==> config.mk <==
export PLATFORM = sky130hd
export DESIGN_NAME = tto_monitor
export DESIGN_NICKNAME = d
export VERILOG_FILES = /design/src/tto_pkg.sv /design/src/tto_cycle_timer.sv /design/src/tto_monitor.sv
export SDC_FILE = /design/constraint.sdc
export NUM_CORES = 1
export LEC_CHECK = 0
export ABC_AREA = 1
export BUFFER_PORTS_ARGS = -buffer_cell sky130_fd_sc_hd__buf_2
export CAP_MARGIN = 25
export CORE_ASPECT_RATIO = 1.5
export CORE_MARGIN = 1.5
export CORE_UTILIZATION = 45
export DETAILED_ROUTE_END_ITERATION = 8
export PLACE_DENSITY = 0.81
export SLEW_MARGIN = 20
export SYNTH_ARGS = -nofsm -noshare
export SYNTH_HDL_FRONTEND = slang
export SYNTH_SLANG_ARGS = --single-unit
==> constraint.sdc <==
create_clock -name core_clk -period 2.19 [get_ports core_clk]
set_input_delay 0.3285 -clock core_clk [delete_from_list [all_inputs] [get_ports core_clk]]
set_output_delay 0.3285 -clock core_clk [all_outputs]
set_load 0.02 [all_outputs]
==> src/tto_pkg.sv <==
// Constants shared by the thermal threshold and out-of-spec monitor.
package tto_pkg;

    // ========================================================
    // Register addresses, control reset value and control write mask
    localparam logic [31:0] TTO_CTRL_ADDR = 32'h0000_019b;
    localparam logic [31:0] TTO_STAT_ADDR = 32'h0000_019c;
    localparam logic [63:0] TTO_CTRL_RESET = 64'h0000_0000_0000_0000;
    localparam logic [63:0] TTO_CTRL_MASK = 64'h0000_0000_00ff_ff13;

    // ========================================================
    // Control register fields
    localparam int TTO_CTRL_HIGH_EN = 0;
    localparam int TTO_CTRL_LOW_EN = 1;
    localparam int TTO_CTRL_OOS_EN = 4;
    localparam int TTO_CTRL_THR1_LSB = 8;
    localparam int TTO_CTRL_THR1_EN = 15;
    localparam int TTO_CTRL_THR2_LSB = 16;
    localparam int TTO_CTRL_THR2_EN = 23;
    localparam int TTO_OFFSET_W = 7;

    // ========================================================
    // Status register fields
    localparam int TTO_STAT_HOT = 0;
    localparam int TTO_STAT_HOT_LOG = 1;
    localparam int TTO_STAT_OOS = 4;
    localparam int TTO_STAT_OOS_LOG = 5;
    localparam int TTO_STAT_THR1 = 6;
    localparam int TTO_STAT_THR1_LOG = 7;
    localparam int TTO_STAT_THR2 = 8;
    localparam int TTO_STAT_THR2_LOG = 9;
    localparam int TTO_STAT_READ_LSB = 16;

    // ========================================================
    // Temperatures and margins in degrees
    localparam int TTO_TEMP_W = 8;
    localparam logic [7:0] TTO_TRIP_TEMP = 8'h64;
    localparam logic [7:0] TTO_CAT_TEMP = 8'h7d;
    localparam logic [7:0] TTO_HOT_MARGIN = 8'h02;
    localparam logic [7:0] TTO_COLD_MARGIN = 8'h02;
    localparam logic [7:0] TTO_OOS_MARGIN = 8'h05;

    // ========================================================
    // Timing
    localparam int TTO_CLK_PERIOD_NS = 50;
    localparam int TTO_SAMPLE_PERIOD_NS = 1000000;
    localparam int TTO_OOS_PERIOD_NS = 10000000;
    localparam int TTO_SAMPLE_CYC =
        (TTO_SAMPLE_PERIOD_NS + TTO_CLK_PERIOD_NS - 1) / TTO_CLK_PERIOD_NS;
    localparam int TTO_OOS_CYC =
        (TTO_OOS_PERIOD_NS + TTO_CLK_PERIOD_NS - 1) / TTO_CLK_PERIOD_NS;

endpackage

==> src/tto_cycle_timer.sv <==
// Run/clear cycle counter that raises a level once a limit is reached.
`timescale 1ns/1ns
`default_nettype none
module tto_cycle_timer
    import tto_pkg::*;
#(
    parameter int WIDTH = 18,
    parameter int LIMIT = 200000
) (
    input wire logic core_clk,
    input wire logic reset,
    input wire logic run,
    input wire logic clear,
    output logic done_ff
);
    logic [WIDTH-1:0] cnt_ff;
    logic [WIDTH-1:0] nxt_cnt;
    logic nxt_done;
    wire at_limit = (cnt_ff == WIDTH'(LIMIT - 1));

    // ========================================================
    // Counting
    assign nxt_cnt = clear ? '0 :
        (run && !at_limit) ? cnt_ff + WIDTH'(1) : cnt_ff;
    assign nxt_done = clear ? 1'b0 : (done_ff || (run && at_limit));

    always_ff @(posedge core_clk) begin
        if (reset) begin
            cnt_ff <= '0;
            done_ff <= 1'b0;
        end else begin
            cnt_ff <= nxt_cnt;
            done_ff <= nxt_done;
        end
    end
endmodule // tto_cycle_timer
`default_nettype wire

==> src/tto_monitor.sv <==
// Thermal threshold, hysteresis and out-of-spec monitor for one thread.
// Function
// New thresholds take effect at next sample.
// Reprogramming onto current temperature raises nothing.
// Crossing new threshold interrupts at next update.
// Two seven-bit threshold offset fields.
// Two threshold enables plus out-of-spec enable.
// All defined control bits read and write.
// Hot state uses separate hot and cold levels.
// Offsets subtract from the trip temperature.
// Interrupt needs crossing, enable and unmasked vector.
// Crossings interrupt in both directions.
// Catastrophic trips ORed onto active-low pin.
// Catastrophic pin works whenever powered after reset.
// Temperature refreshes at most once per millisecond.
// Interrupts and hot pin change only per refresh.
// Out-of-spec status and log clear only on reset.
// Out-of-spec after 10 ms hot at lowest point.
// Forced power reduction time does not advance timer.
// Timer starts only once lowest state reached.
// Timer clears when temperature falls below trip.
// Out-of-spec when near the catastrophic temperature.
// Threshold change updates status, not log bits.
// Each refresh updates status and logs crossings.
// A raised interrupt is delivered regardless of changes.
`timescale 1ns/1ns
`default_nettype none
module tto_monitor
    import tto_pkg::*;
#(
    parameter int NUM_SENSORS = 4,
    parameter int SAMPLE_CYC = TTO_SAMPLE_CYC,
    parameter int OOS_CYC = TTO_OOS_CYC
) (
    input wire logic core_clk,
    input wire logic reset,
    input wire logic [31:0] msr_addr,
    input wire logic msr_rd,
    input wire logic msr_wr,
    input wire logic [63:0] msr_wdata,
    output logic [63:0] msr_rdata_ff,
    output logic msr_rvalid_ff,
    input wire logic [TTO_TEMP_W-1:0] sensor_temp,
    input wire logic [NUM_SENSORS-1:0] sensor_cat_trip,
    input wire logic local_thermal_vector_entry,
    input wire logic lowest_vf_settled,
    input wire logic forced_power_reduction_in,
    output logic thermal_irq_ff,
    output logic hot_indicator_n_ff,
    output logic out_of_spec_condition_ff,
    output logic catastrophic_trip_out_n
);
    // ========================================================
    // Helper functions
    function automatic logic [7:0] thr_of(input logic [6:0] off);
        thr_of = (TTO_TRIP_TEMP > {1'b0, off}) ?
            TTO_TRIP_TEMP - {1'b0, off} : 8'h00;
    endfunction

    function automatic logic at_or_above(input logic [7:0] t,
                                         input logic [7:0] lvl);
        at_or_above = (t >= lvl);
    endfunction

    // ========================================================
    // State
    logic [63:0] thermal_threshold_control_ff;
    logic [63:0] nxt_ctrl;
    logic [6:0] act_off1_ff;
    logic [6:0] act_off2_ff;
    logic [7:0] temp_ff;
    logic [7:0] prev_temp_ff;
    logic eval_ff;
    logic primed_ff;
    logic hot_ff;
    logic thr1_ff;
    logic thr2_ff;
    logic hot_log_ff;
    logic thr1_log_ff;
    logic thr2_log_ff;
    logic oos_told_ff;
    logic fpr_meta_ff;
    logic fpr_sync_ff;
    logic tick;
    logic oos_done;
    logic nxt_hot;
    logic nxt_oos;
    logic nxt_irq;
    logic [63:0] thermal_status_register;
    logic [63:0] nxt_rdata;

    // ========================================================
    // Sample tick and out-of-spec timers
    tto_cycle_timer #(
        .WIDTH($clog2(SAMPLE_CYC + 1)),
        .LIMIT(SAMPLE_CYC - 1)
    ) u_sample (
        .core_clk(core_clk),
        .reset(reset),
        .run(1'b1),
        .clear(tick),
        .done_ff(tick)
    );

    wire above_trip = (temp_ff > TTO_TRIP_TEMP);
    wire below_trip = (temp_ff < TTO_TRIP_TEMP);
    wire oos_run = above_trip && lowest_vf_settled && !fpr_sync_ff;
    wire oos_clr = below_trip
        || (!lowest_vf_settled && !fpr_sync_ff);

    tto_cycle_timer #(
        .WIDTH($clog2(OOS_CYC + 1)),
        .LIMIT(OOS_CYC)
    ) u_oos (
        .core_clk(core_clk),
        .reset(reset),
        .run(oos_run),
        .clear(oos_clr),
        .done_ff(oos_done)
    );

    // ========================================================
    // Threshold comparison
    wire [7:0] thr1_lvl = thr_of(act_off1_ff);
    wire [7:0] thr2_lvl = thr_of(act_off2_ff);
    wire st1_now = at_or_above(temp_ff, thr1_lvl);
    wire st2_now = at_or_above(temp_ff, thr2_lvl);
    wire st1_prev = at_or_above(prev_temp_ff, thr1_lvl);
    wire st2_prev = at_or_above(prev_temp_ff, thr2_lvl);
    // Both samples are judged against the new level, so a rewrite alone
    // shows no direction, while a real move across it does.
    wire cross1 = eval_ff && primed_ff && (st1_now != st1_prev);
    wire cross2 = eval_ff && primed_ff && (st2_now != st2_prev);

    wire [8:0] hot_lvl = {1'b0, TTO_TRIP_TEMP} + {1'b0, TTO_HOT_MARGIN};
    wire [8:0] cold_lvl = {1'b0, TTO_TRIP_TEMP} - {1'b0, TTO_COLD_MARGIN};
    assign nxt_hot = ({1'b0, temp_ff} >= hot_lvl) ? 1'b1 :
        ({1'b0, temp_ff} <= cold_lvl) ? 1'b0 : hot_ff;
    wire hot_rise = eval_ff && nxt_hot && !hot_ff;
    wire hot_fall = eval_ff && !nxt_hot && hot_ff;

    wire [8:0] oos_lvl = {1'b0, TTO_CAT_TEMP} - {1'b0, TTO_OOS_MARGIN};
    assign nxt_oos = out_of_spec_condition_ff || oos_done
        || ({1'b0, temp_ff} >= oos_lvl);

    // ========================================================
    // Interrupt decision
    wire [63:0] c = thermal_threshold_control_ff;
    wire thr_ev = (cross1 && c[TTO_CTRL_THR1_EN])
        || (cross2 && c[TTO_CTRL_THR2_EN])
        || (hot_rise && c[TTO_CTRL_HIGH_EN])
        || (hot_fall && c[TTO_CTRL_LOW_EN]);
    wire oos_ev = eval_ff && out_of_spec_condition_ff && !oos_told_ff
        && c[TTO_CTRL_OOS_EN];
    assign nxt_irq = local_thermal_vector_entry && (thr_ev || oos_ev);

    // ========================================================
    // Register access
    wire wr_ctrl = msr_wr && (msr_addr == TTO_CTRL_ADDR);
    wire wr_stat = msr_wr && (msr_addr == TTO_STAT_ADDR);
    assign nxt_ctrl = wr_ctrl ? (msr_wdata & TTO_CTRL_MASK)
        : thermal_threshold_control_ff;

    wire [7:0] readout = above_trip ? 8'h00 : TTO_TRIP_TEMP - temp_ff;
    always_comb begin
        thermal_status_register = '0;
        thermal_status_register[TTO_STAT_HOT] = hot_ff;
        thermal_status_register[TTO_STAT_HOT_LOG] = hot_log_ff;
        thermal_status_register[TTO_STAT_OOS] = out_of_spec_condition_ff;
        thermal_status_register[TTO_STAT_OOS_LOG] = out_of_spec_condition_ff;
        thermal_status_register[TTO_STAT_THR1] = thr1_ff;
        thermal_status_register[TTO_STAT_THR1_LOG] = thr1_log_ff;
        thermal_status_register[TTO_STAT_THR2] = thr2_ff;
        thermal_status_register[TTO_STAT_THR2_LOG] = thr2_log_ff;
        thermal_status_register[TTO_STAT_READ_LSB +: TTO_OFFSET_W] =
            (readout[7] ? 7'h7f : readout[6:0]);
    end

    assign nxt_rdata = (msr_addr == TTO_CTRL_ADDR) ?
        thermal_threshold_control_ff :
        (msr_addr == TTO_STAT_ADDR) ? thermal_status_register : '0;

    // Software clears a log bit by writing zero; a new event wins.
    wire clr_hot = wr_stat && !msr_wdata[TTO_STAT_HOT_LOG];
    wire clr_thr1 = wr_stat && !msr_wdata[TTO_STAT_THR1_LOG];
    wire clr_thr2 = wr_stat && !msr_wdata[TTO_STAT_THR2_LOG];

    // ========================================================
    // Registers
    always_ff @(posedge core_clk) begin
        if (reset) begin
            fpr_meta_ff <= 1'b0;
            fpr_sync_ff <= 1'b0;
        end else begin
            fpr_meta_ff <= forced_power_reduction_in;
            fpr_sync_ff <= fpr_meta_ff;
        end
    end

    always_ff @(posedge core_clk) begin
        if (reset) begin
            thermal_threshold_control_ff <= TTO_CTRL_RESET;
            act_off1_ff <= '0;
            act_off2_ff <= '0;
            temp_ff <= '0;
            prev_temp_ff <= '0;
            eval_ff <= 1'b0;
            primed_ff <= 1'b0;
        end else begin
            thermal_threshold_control_ff <= nxt_ctrl;
            eval_ff <= tick;
            if (tick) begin
                temp_ff <= sensor_temp;
                prev_temp_ff <= temp_ff;
                act_off1_ff <= c[TTO_CTRL_THR1_LSB +: TTO_OFFSET_W];
                act_off2_ff <= c[TTO_CTRL_THR2_LSB +: TTO_OFFSET_W];
            end
            if (eval_ff) begin
                primed_ff <= 1'b1;
            end
        end
    end

    always_ff @(posedge core_clk) begin
        if (reset) begin
            hot_ff <= 1'b0;
            thr1_ff <= 1'b0;
            thr2_ff <= 1'b0;
            hot_log_ff <= 1'b0;
            thr1_log_ff <= 1'b0;
            thr2_log_ff <= 1'b0;
        end else begin
            if (eval_ff) begin
                hot_ff <= nxt_hot;
                thr1_ff <= st1_now;
                thr2_ff <= st2_now;
            end
            hot_log_ff <= (hot_rise || hot_fall) || (hot_log_ff && !clr_hot);
            thr1_log_ff <= cross1 || (thr1_log_ff && !clr_thr1);
            thr2_log_ff <= cross2 || (thr2_log_ff && !clr_thr2);
        end
    end

    always_ff @(posedge core_clk) begin
        if (reset) begin
            out_of_spec_condition_ff <= 1'b0;
            oos_told_ff <= 1'b0;
            thermal_irq_ff <= 1'b0;
            hot_indicator_n_ff <= 1'b1;
            msr_rdata_ff <= '0;
            msr_rvalid_ff <= 1'b0;
        end else begin
            out_of_spec_condition_ff <= nxt_oos;
            oos_told_ff <= oos_told_ff || (eval_ff && out_of_spec_condition_ff);
            thermal_irq_ff <= nxt_irq;
            hot_indicator_n_ff <= !nxt_hot || !eval_ff ?
                (eval_ff ? !nxt_hot : hot_indicator_n_ff) : 1'b0;
            msr_rdata_ff <= msr_rd ? nxt_rdata : '0;
            msr_rvalid_ff <= msr_rd;
        end
    end

    // Trip path is pure logic so it works with no clock running.
    assign catastrophic_trip_out_n = ~(|sensor_cat_trip);
endmodule // tto_monitor
`default_nettype wire

==> results_dict.tcl, run 1 <==
set metrics [dict create \
    grt_setup_unrepaired "yes" \
    yosys_most_used_dff "sky130_fd_sc_hd__dfxtp_1" \
    dieHeight_um 150 \
    cp_startpoint_kind "flop" \
    drt-vias-per-instance 5.05 \
    std_cell_rows 53 \
    power.ir.vdd_worst_v 0.000440 \
    critPathKind "flop to flop" \
    grt_start_max_net_pins 30 \
    max-cap-violations 0 \
    post_synth_num_cell_types 41 \
    cp.arrival_ns 2.53 \
    wire_per_inst_um 14.1 \
    post-layout-total-power_mw 5.23 \
    drt-pass1-iter-count 5 \
    pwr_cell_area_nw_per_um2 645 \
    critical_path.most_common_cell "sky130_fd_sc_hd__nand2_1" \
    dpl-instance-area_um2 7110 \
    remaining_drc_errors 0 \
    io_pins 184 \
    effective_utilization_at_floorplan_pct 46.3 \
    postSynth.asyncResetShare_pct 0 \
    drive_above_1_share_pct 26.5 \
    layout_setup_ws_ns -0.0465 \
    clk_latency_ns 0.42 \
    cts-buffers-inserted 17 \
    synthCells 901 \
    critPathSlowestCell "sky130_fd_sc_hd__dfxtp_1" \
    clock-skew-final_ns 0.0109 \
    sinks_on_clock_net 121 \
    run_status "finished, violations left" \
    syn-cell-area_um2 6510 \
    maxSlewHeadroom_pct 50.9 \
    dp_slack_ns -0.0699 \
    timing_max_transition_violations_final 0 \
    die_w_um 101 \
    top_delay_family_on_crit_path "simple AND/OR/NAND/NOR gates" \
    drt.antenna.violating_nets 0 \
    endpoint_kind "flop" \
    synth_area_per_cell_um2 7.23 \
    worstHoldPathType "input port to flop" \
    cts.clk_slew.worst_paths_ns 0.06 \
    cp_cell_sequence "inv_2 > ha_2 > nor2_1 > o21ai_1 > nand3_1 > ha_1 > nand2_1 > nor2_1 > nand2_1 > nand2_1 > nand2_2 > buf_4 > nand3_1 > a21oi_1" \
    report.final.setup_viol 2 \
    htree_num_levels 4 \
    overflow_left_after_global_routing 0 \
    detail_route.iter0.violations 410 \
    detailedPlacementHpwl_um 11800 \
    finalCritPeriodShare_pct 102 \
    diodes 0 \
    critical_path.n_buffers_inverters 2 \
    tightestPinTransition_ns 0.736 \
    route.vias.total 6216 \
    cts_tree "done" \
    clock.fmax_ghz 0.447 \
    max-clock-path-buffers 2 \
    nets 1180 \
    grt_pass1_vias 5741 \
    grt_first_pass_wirelength_um 26000 \
    ys_seq_area_share_pct 37.2 \
    area_enclosed_by_the_die_boundary_um2 15200 \
    final_estimated_routing_congestion_in_global_placement 0.973 \
    path_max_fanout 3 \
    initial_antenna_violation_count 0 \
    yosysWarnings 0 \
    timing.critical_path.slowest_cell_delay_ns 0.31 \
    violations_in_the_final_reports "negative setup slack" \
    fill_cells 1242 \
    grtUsageTotal_pct 21.7 \
    post-route-cell-area_um2 8110 \
    synth-seq-cells 121 \
    core-area_um2 14100 \
    portBuffers 97 \
    clk_root_buffer_cell "sky130_fd_sc_hd__clkbuf_16" \
    synth-edff-count 0 \
    p_leak_nw 3.48 \
    timing.final.hold_violations 0 \
    timing.critical_path.required_ns 2.49 \
    routed_wl_um 17300 \
    syn2layout_area_growth_pct 24.6 \
    min_period_ns 2.24 \
]
state kept, by name, indices dropped and copies added (netlist names), 7 cells and up:
register         cells
u_oos.cnt_ff        18
prev_temp_ff         8
msr_rdata_ff        22
temp_ff              8
u_sample.cnt_ff     15
act_off2_ff          7
act_off1_ff          7
c                   19
cells in the mapped netlist (5+ instances only):
cell | number | area, um2
sky130_fd_sc_hd__a21oi_1 | 58 | 290
sky130_fd_sc_hd__a21oi_2 | 10 | 87.6
sky130_fd_sc_hd__buf_4 | 42 | 315
sky130_fd_sc_hd__clkbuf_1 | 11 | 41.3
sky130_fd_sc_hd__dfxtp_1 | 121 | 2420
sky130_fd_sc_hd__ha_1 | 39 | 488
sky130_fd_sc_hd__inv_1 | 113 | 424
sky130_fd_sc_hd__nand2_1 | 183 | 687
sky130_fd_sc_hd__nand2_2 | 16 | 100
sky130_fd_sc_hd__nand3_1 | 51 | 255
sky130_fd_sc_hd__nand4_1 | 10 | 62.6
sky130_fd_sc_hd__nor2_1 | 94 | 353
sky130_fd_sc_hd__nor2_2 | 5 | 31.3
sky130_fd_sc_hd__nor3_1 | 14 | 70.1
sky130_fd_sc_hd__o21ai_0 | 54 | 270
sky130_fd_sc_hd__o22ai_1 | 19 | 119
sky130_fd_sc_hd__xnor2_1 | 6 | 52.6
sky130_fd_sc_hd__xor2_1 | 11 | 96.3
timing repair:
action,4_1_cts,5_1_grt
pin swaps,10,32
endpoints found under the setup margin,1,5
buffers inserted,0,9
hold buffers,0,0
gates resized for setup,18,81
cells by family (layout without fill, tap and decap cells):
kind of cell	Yosys count	in the layout	share of synthesized area, %
flip-flops	121	121	37.2
XOR/XNOR	17	17	2.29
AND/OR/NAND/NOR	394	394	26.7
buffers and inverters	181	275	13.5
adder cells (fa/ha/maj)	39	39	7.49
other	2	46	0.115
AO/OA/AOI/OAI	147	147	12.7
power by group:
part / switching [mW] / total, mW / internal (mW)
sequential: 0.00709 / 2.21 / 2.21
combinational: 0.140 / 0.204 / 0.0638
clock: 1.11 / 2.81 / 1.70
cell usage in the layout, fill, tap and decap left out, types with 29 or more instances in the layout:
master	instances
sky130_fd_sc_hd__o21ai_0	46
sky130_fd_sc_hd__nor2_1	87
sky130_fd_sc_hd__inv_1	101
sky130_fd_sc_hd__conb_1	46
sky130_fd_sc_hd__nand3_1	47
sky130_fd_sc_hd__dfxtp_1	113
sky130_fd_sc_hd__nand2_1	169
sky130_fd_sc_hd__ha_1	31
sky130_fd_sc_hd__buf_2	97
sky130_fd_sc_hd__a21oi_1	47
sky130_fd_sc_hd__nand2_2	29
path summary, 6_finish.rpt:
path | start | end | slack (ns) | cells after the start
max | act_off2_ff[0] | thr2_log_ff | -0.05 | 14
min | forced_power_reduction_in | fpr_meta_ff | 0.11 | 3
max reg2reg | act_off2_ff[0] | thr2_log_ff | -0.05 | 14
min reg2reg | thr1_log_ff | msr_rdata_ff[7] | 0.42 | 2
metal layers:
layer / vias to the layer above / routed length, um / GRT usage (%)
li1: 3077 / - / -
met1: 2855 / 6590 / 22.9
met2: 208 / 9050 / 38.4
met3: 76 / 751 / 5.20
met4: 0 / 904 / 13.0
met5: - / 0 / 0
final cells by class:
class | instances | area [um2] | area share, %
timing repair buffer | 123 | 681 | 8.39
sequential | 121 | 2430 | 30.0
multi-input combinational | 643 | 3700 | 45.6
inverter | 120 | 465 | 5.74
clock inverter | 15 | 166 | 2.05
clock buffer | 17 | 425 | 5.24
tap | 192 | 240 | 2.96
through the flow:
stage | util [%] | instances | TNS, ns | hold slack, ns
CTS | 55.2 | 1222 | 0 | 0.107
finish | 57.7 | 1231 | -0.0549 | 0.109
global placement | 50.6 | 1190 | 0 | 0.415
floorplan | - | 945 | 0 | 0.388
detailed placement | 50.6 | 1190 | -0.0699 | 0.417
global route | 57.7 | 1231 | -0.345 | 0.121
worst register-to-register path, cell delays in order, from the launching register on:
cell and delay [ns]:
sky130_fd_sc_hd__dfxtp_1 0.31, sky130_fd_sc_hd__inv_2 0.09, sky130_fd_sc_hd__ha_2 0.22, sky130_fd_sc_hd__nor2_1 0.08, sky130_fd_sc_hd__o21ai_1 0.15, sky130_fd_sc_hd__nand3_1 0.14, sky130_fd_sc_hd__ha_1 0.30, sky130_fd_sc_hd__nand2_1 0.06
sky130_fd_sc_hd__nor2_1 0.18, sky130_fd_sc_hd__nand2_1 0.08, sky130_fd_sc_hd__nand2_1 0.12, sky130_fd_sc_hd__nand2_2 0.09, sky130_fd_sc_hd__buf_4 0.14, sky130_fd_sc_hd__nand3_1 0.09, sky130_fd_sc_hd__a21oi_1 0.07
Power figures use the tool's default switching activity.
==> inputs of run 2 (changes only) <==
- CORE_MARGIN: 1.5 -> unset
==> run 2 against run 1 <==
  * The flow still finishes with violations (negative setup slack)
  * Sequential share of layout area increased by 0.66 points
  * Die area decreased by 1.6%
  * Clock-buffer cell count increased by 1
  * Maximum frequency increased by 1.6%
  * Power decreased by 3.4%
  * Sequential power about the same
  * Cell area decreased by 2.3%
  * Cell count decreased by 0.97%
  * Non-clock buffer count decreased by 12
  * First-iteration DRC count decreased by 29%
  * Utilization decreased by 1.3 points
  * Register-to-register slack improved by 0.04 ns
  * Largest cell class unchanged
  * Largest power group unchanged
==> results_dict.tcl, run 2 (synthesis gave the netlist of run 1 again) <==
set metrics [dict create \
    clk_root_buffer_cell "sky130_fd_sc_hd__clkbuf_16" \
    max-clock-path-buffers 2 \
    grt_setup_unrepaired "yes" \
    layout_setup_ws_ns -0.0111 \
    wire_per_inst_um 13.6 \
    io_pins 184 \
    worstHoldPathType "input port to flop" \
    worst_r2r_startpoint "act_off2_ff[4]" \
    clock-skew-final_ns 0.00918 \
    cell_internal_pwr_mw 3.86 \
    cp_cell_sequence "nor2_2 > nand2_1 > and3_1 > inv_4 > nand3_4 > ha_1 > nand2_1 > inv_1 > nand2_1 > nand2_1 > a21oi_1 > nand2_1 > nand4_1 > nand3_1 > nand2_1 > inv_1" \
    effective_utilization_at_floorplan_pct 46.3 \
    grt_pass1_vias 5564 \
    post-layout-total-power_mw 5.05 \
    clk_latency_ns 0.42 \
    fill_cells 1271 \
    drt.antenna.violating_nets 0 \
    routed_wl_um 16500 \
    syn2layout_area_growth_pct 21.7 \
    portBuffers 97 \
    grt_first_pass_wirelength_um 25200 \
    timing.critical_path.required_ns 2.50 \
    crit_path_start "act_off2_ff[4]" \
    layout.cells.non_filler 1219 \
    comb_power_share_pct 4.1 \
    die_w_um 100 \
    p_clk_share_pct 52.1 \
    finalCritPeriodShare_pct 101 \
    min_period_ns 2.20 \
    cp.arrival_ns 2.51 \
    p_leak_nw 3.39 \
    overflow_left_after_global_routing 0 \
    drt-pass1-iter-count 6 \
    diodes 0 \
    maxSlewHeadroom_pct 52.3 \
    timing_max_transition_violations_final 0 \
    critPathSlowestCell "sky130_fd_sc_hd__dfxtp_2" \
    pwr_cell_area_nw_per_um2 637 \
    dpl-instance-area_um2 7060 \
    p_seq_share_pct 43.9 \
    area_enclosed_by_the_die_boundary_um2 15000 \
    route.vias.total 6123 \
    cts-buffers-inserted 17 \
    power.ir.vdd_worst_v 0.000713 \
    final_estimated_routing_congestion_in_global_placement 0.885 \
    detail_route.iter0.violations 290 \
    fin_worst_hold_slack_ns 0.127 \
    timing.final.hold_violations 0 \
    htree_num_levels 4 \
    cts_hold_buf 0 \
    netSwitchingFraction_pct 23.5 \
    max-cap-violations 0 \
    post-route-util_pct 56.4 \
    report.final.setup_viol 1 \
    tightestPinTransition_ns 0.715 \
    critPathKind "flop to flop" \
    final_cell_mix "sky130_fd_sc_hd__nand2_1 (175), sky130_fd_sc_hd__dfxtp_1 (114), sky130_fd_sc_hd__inv_1 (104)" \
    timing.critical_path.slowest_cell_delay_ns 0.34 \
    cp_startpoint_kind "flop" \
    endpoint_kind "flop" \
    path_max_fanout 5 \
    dp_slack_ns -0.0254 \
    hold_path.startpoint "forced_power_reduction_in" \
    dieHeight_um 149 \
    sinks_on_clock_net 121 \
    initial_antenna_violation_count 0 \
    cts_tree "done" \
    violations_in_the_final_reports "negative setup slack" \
    run_status "finished, violations left" \
    critical_path.most_common_cell "sky130_fd_sc_hd__nand2_1" \
    clock.fmax_ghz 0.454 \
    detailedPlacementHpwl_um 11700 \
    place_inst 1182 \
    largest-register "msr_rdata_ff" \
    grt_start_max_net_pins 31 \
    netSwitchingPower_mw 1.19 \
    std_cell_rows 53 \
    remaining_drc_errors 0 \
    grtUsageTotal_pct 21.4 \
    flip_flop_count_of_the_largest_register_after_layout 22 \
    core-area_um2 14100 \
    post-route-cell-area_um2 7930 \
    fin_setup_tns_ns -0.0111 \
    drive_above_1_share_pct 24.0 \
    drt-vias-per-instance 5.02 \
    most_common_library_cell_in_the_layout_ignoring_fill_and_taps "sky130_fd_sc_hd__nand2_1" \
    cts.clk_slew.worst_paths_ns 0.06 \
    nets 1168 \
]
==> run 2: final timing paths <==
check / depth (start not counted) / endpoint / slack, ns
worst max register to register: 16 / thermal_irq_ff / -0.01
worst max-delay path: 16 / thermal_irq_ff / -0.01
worst min-delay path: 3 / fpr_meta_ff / 0.13
worst min register to register: 2 / msr_rdata_ff[7] / 0.43
==> run 2: timing repair <==
item / 4_1_cts / 5_1_grt
gates resized for setup: 11 / 63
setup endpoints to repair: 1 / 4
pin swaps: 5 / 13
gates cloned: 0 / 0
setup buffers: 1 / 4
==> run 2: final cells by class <==
type                       count  area (um2)  share of cell area (%)
tap                          192         240                    3.03
inverter                     120         458                    5.78
sequential                   121        2430                    30.7
timing repair buffer         111         603                    7.61
clock inverter                14         125                    1.58
clock buffer                  18         439                    5.54
multi-input combinational    643        3630                    45.8
==> run 2: per-layer routing <==
layer | GRT usage (%) | wire length, um | vias to the layer above | share of wire [%]
li1 | - | - | 3061 | -
met1 | 22.4 | 6140 | 2807 | 37
met2 | 39.4 | 8850 | 201 | 54
met3 | 4.69 | 821 | 54 | 5.0
met4 | 11.2 | 722 | 0 | 4.4
met5 | 0 | 0 | - | 0
==> run 2: power by group through the flow <==
stage	combinational, mW	clock, mW	sequential (mW)
after floorplan	0.173	0	2.26
after global placement	0.200	0	2.26
after detailed placement	0.203	0	2.26
after CTS	0.203	2.66	2.22
after global routing	0.224	2.77	2.22
final	0.205	2.63	2.22
==> run 2: worst max-delay path: cells and delay by family, from the launching register on <==
| kind | cells | cell delay [ns] |
|---|---|---|
| DFF | 1 | 0.34 |
| buffers and inverters | 3 | 0.21 |
| and+or+nand+nor | 11 | 1.11 |
| AOI/OAI and AO/OA | 1 | 0.14 |
| adders and majority gates | 1 | 0.31 |
==> inputs of run 3 (changes only) <==
- BUFFER_PORTS_ARGS: -buffer_cell sky130_fd_sc_hd__buf_2 -> -buffer_cell sky130_fd_sc_hd__clkbuf_2
==> run 3 against run 2 <==
  * Sequential power is essentially flat
  * Flip-flop and latch count did not move
  * Critical path type unchanged
  * Non-clock buffer count rose by 1
  * The flow still finishes with violations (negative setup slack)
  * Maximum frequency decreased by 1.5%
  * Power grew 4.3%
  * Worst hold slack got worse by 0.015 ns
  * Global-route usage is 0.050 points higher
  * Cell area is 0.65% lower
  * Critical path depth fell by 1
  * Sequential share of layout area grew 0.12 points
==> results_dict.tcl, run 3 (synthesis gave the netlist of run 1 again) <==
set metrics [dict create \
    endpoint_kind "flop" \
    report.final.setup_viol 1 \
    hold-path-cell-count 3 \
    max-cap-violations 0 \
    dieHeight_um 149 \
    drt-vias-per-instance 4.95 \
    max-clock-path-buffers 2 \
    post-route-util_pct 56.0 \
    netSwitchingFraction_pct 24.2 \
    grt_pass1_vias 5664 \
    htree_num_levels 4 \
    die_w_um 100 \
    drive_above_1_share_pct 22.5 \
    portBuffers 97 \
    tightestPinTransition_ns 0.706 \
    critPathKind "flop to flop" \
    syn2layout_area_growth_pct 20.9 \
    violations_in_the_final_reports "negative setup slack" \
    grtUsageTotal_pct 21.5 \
    place_inst 1185 \
    largest-register "msr_rdata_ff" \
    detailedPlacementHpwl_um 11600 \
    sinks_on_clock_net 121 \
    dpl-instance-area_um2 7070 \
    drt.antenna.violating_nets 0 \
    cts_tree "done" \
    pwr_cell_area_nw_per_um2 669 \
    fin_worst_hold_slack_ns 0.111 \
    drt-pass1-iter-count 5 \
    p_seq_share_pct 42.1 \
    p_clk_share_pct 54.0 \
    routed_wl_um 15700 \
    cp.arrival_ns 2.55 \
    remaining_drc_errors 0 \
    worstHoldPathType "input port to flop" \
    hold-path-endpoint "fpr_meta_ff" \
    power.ir.vdd_worst_v 0.000733 \
    post-layout-total-power_mw 5.27 \
    detail_route.iter0.violations 284 \
    layout.cells.non_filler 1220 \
    wire_per_inst_um 12.9 \
    nets 1169 \
    flip_flop_count_of_the_largest_register_after_layout 22 \
    maxSlewHeadroom_pct 52.9 \
    comb_power_share_pct 3.9 \
    reg2reg_to "thermal_irq_ff" \
    grt_first_pass_wirelength_um 25200 \
    initial_antenna_violation_count 0 \
    grt_start_max_net_pins 31 \
    reg2reg_slack_ns -0.04 \
    timing.reg2reg.worst_path_depth 15 \
    post-route-cell-area_um2 7870 \
    min_period_ns 2.23 \
    hold_path.startpoint "forced_power_reduction_in" \
    area_enclosed_by_the_die_boundary_um2 15000 \
    clk_latency_ns 0.41 \
    timing.critical_path.required_ns 2.50 \
    run_status "finished, violations left" \
    worst_r2r_startpoint "act_off2_ff[0]" \
    effective_utilization_at_floorplan_pct 46.3 \
    grt_setup_unrepaired "yes" \
    cell_internal_pwr_mw 3.99 \
    most_common_library_cell_in_the_layout_ignoring_fill_and_taps "sky130_fd_sc_hd__nand2_1" \
    timing.final.hold_violations 0 \
    timing_max_transition_violations_final 0 \
    clk_root_buffer_cell "sky130_fd_sc_hd__clkbuf_16" \
    fill_cells 1305 \
    netSwitchingPower_mw 1.27 \
    final_estimated_routing_congestion_in_global_placement 0.898 \
    clock-skew-final_ns 0.00807 \
    core-area_um2 14100 \
    p_leak_nw 3.40 \
    path_max_fanout 4 \
    cts-buffers-inserted 17 \
    finalCritPeriodShare_pct 102 \
    cp_startpoint_kind "flop" \
    diodes 0 \
    clock.fmax_ghz 0.448 \
    overflow_left_after_global_routing 0 \
    cts.clk_slew.worst_paths_ns 0.06 \
    route.vias.total 6034 \
    layout_setup_ws_ns -0.0443 \
    io_pins 184 \
    final_cell_mix "sky130_fd_sc_hd__nand2_1 (180), sky130_fd_sc_hd__dfxtp_1 (119), sky130_fd_sc_hd__inv_1 (104)" \
    std_cell_rows 53 \
]
run 3: cell count changes in the layout (fill, tap and decap cells not counted), moves of 3 or more:
cell / change
sky130_fd_sc_hd__nand2_1: +5
sky130_fd_sc_hd__buf_2: -97
sky130_fd_sc_hd__dfxtp_2: -5
sky130_fd_sc_hd__nand2_2: -4
sky130_fd_sc_hd__ha_4: -3
sky130_fd_sc_hd__clkbuf_2: +97
sky130_fd_sc_hd__clkinv_2: -4
sky130_fd_sc_hd__dfxtp_1: +5
sky130_fd_sc_hd__ha_1: +3
sky130_fd_sc_hd__inv_6: +5
run 3: metrics by stage:
stage / setup WS [ns] / TNS, ns
after floorplan: 0.191 / 0
after global placement: 0.00559 / 0
after detailed placement: -0.0396 / -0.0396
after CTS: 0.000738 / 0
after global routing: -0.191 / -0.331
final: -0.0443 / -0.0443
run 3: layer usage:
layer / up-vias / GRT usage, % / part of all wire [%]
met1: 2723 / 22.3 / 38
met2: 197 / 39.5 / 53
met5: - / 0 / 0
met3: 50 / 4.36 / 4.3
met4: 0 / 12.2 / 4.3
li1: 3064 / - / -
run 3: cell type report:
class                   count  area (um2)  area share, %
flip-flops and latches    121        2420           30.8
multi-input cells         643        3550           45.1
inverters                 120         458           5.82
clock buffers              17         425           5.40
clock inverters            15         176           2.24
well taps                 192         240           3.05
repair buffers            112         598           7.60
run 3: what timing repair did:
| item | 4_1_cts | 5_1_grt |
|---|---|---|
| pin swaps | 1 | 11 |
| gates cloned | 0 | 0 |
| endpoints found under the setup margin | 1 | 3 |
| endpoints found under the hold margin | 0 | 0 |
| resized for setup | 6 | 49 |
| buffers inserted | 0 | 3 |
| hold buffers | 0 | 0 |
run 3: worst max-delay path by stage:
stage	end	from
2_1_floorplan	thermal_irq_ff	act_off1_ff[2]
3_3_place_gp	thermal_irq_ff	act_off1_ff[0]
3_5_place_dp	thermal_irq_ff	act_off1_ff[2]
4_1_cts	thermal_irq_ff	act_off2_ff[0]
5_1_grt	thermal_irq_ff	act_off2_ff[1]
6_report	thermal_irq_ff	act_off2_ff[0]
run 3: worst max-delay path, cell delays in order (launching register included):
cell and delay (ns):
sky130_fd_sc_hd__dfxtp_1 0.31, sky130_fd_sc_hd__inv_2 0.09, sky130_fd_sc_hd__ha_1 0.22, sky130_fd_sc_hd__nor2_1 0.10, sky130_fd_sc_hd__o21ai_0 0.26, sky130_fd_sc_hd__nand3_2 0.14, sky130_fd_sc_hd__ha_1 0.30, sky130_fd_sc_hd__nand2_1 0.07
sky130_fd_sc_hd__nor2_2 0.13, sky130_fd_sc_hd__nand2_1 0.09, sky130_fd_sc_hd__nand2_1 0.09, sky130_fd_sc_hd__nand2_1 0.07, sky130_fd_sc_hd__nand4_1 0.09, sky130_fd_sc_hd__nand3_1 0.09, sky130_fd_sc_hd__nand2_1 0.07, sky130_fd_sc_hd__inv_1 0.03
run 3: power groups by stage:
stage	clock (mW)	combinational, mW	sequential (mW)
6_report	2.84	0.205	2.22
3_5_place_dp	0	0.203	2.26
3_3_place_gp	0	0.202	2.26
4_1_cts	2.88	0.204	2.22
5_1_grt	2.99	0.227	2.22
2_1_floorplan	0	0.173	2.26
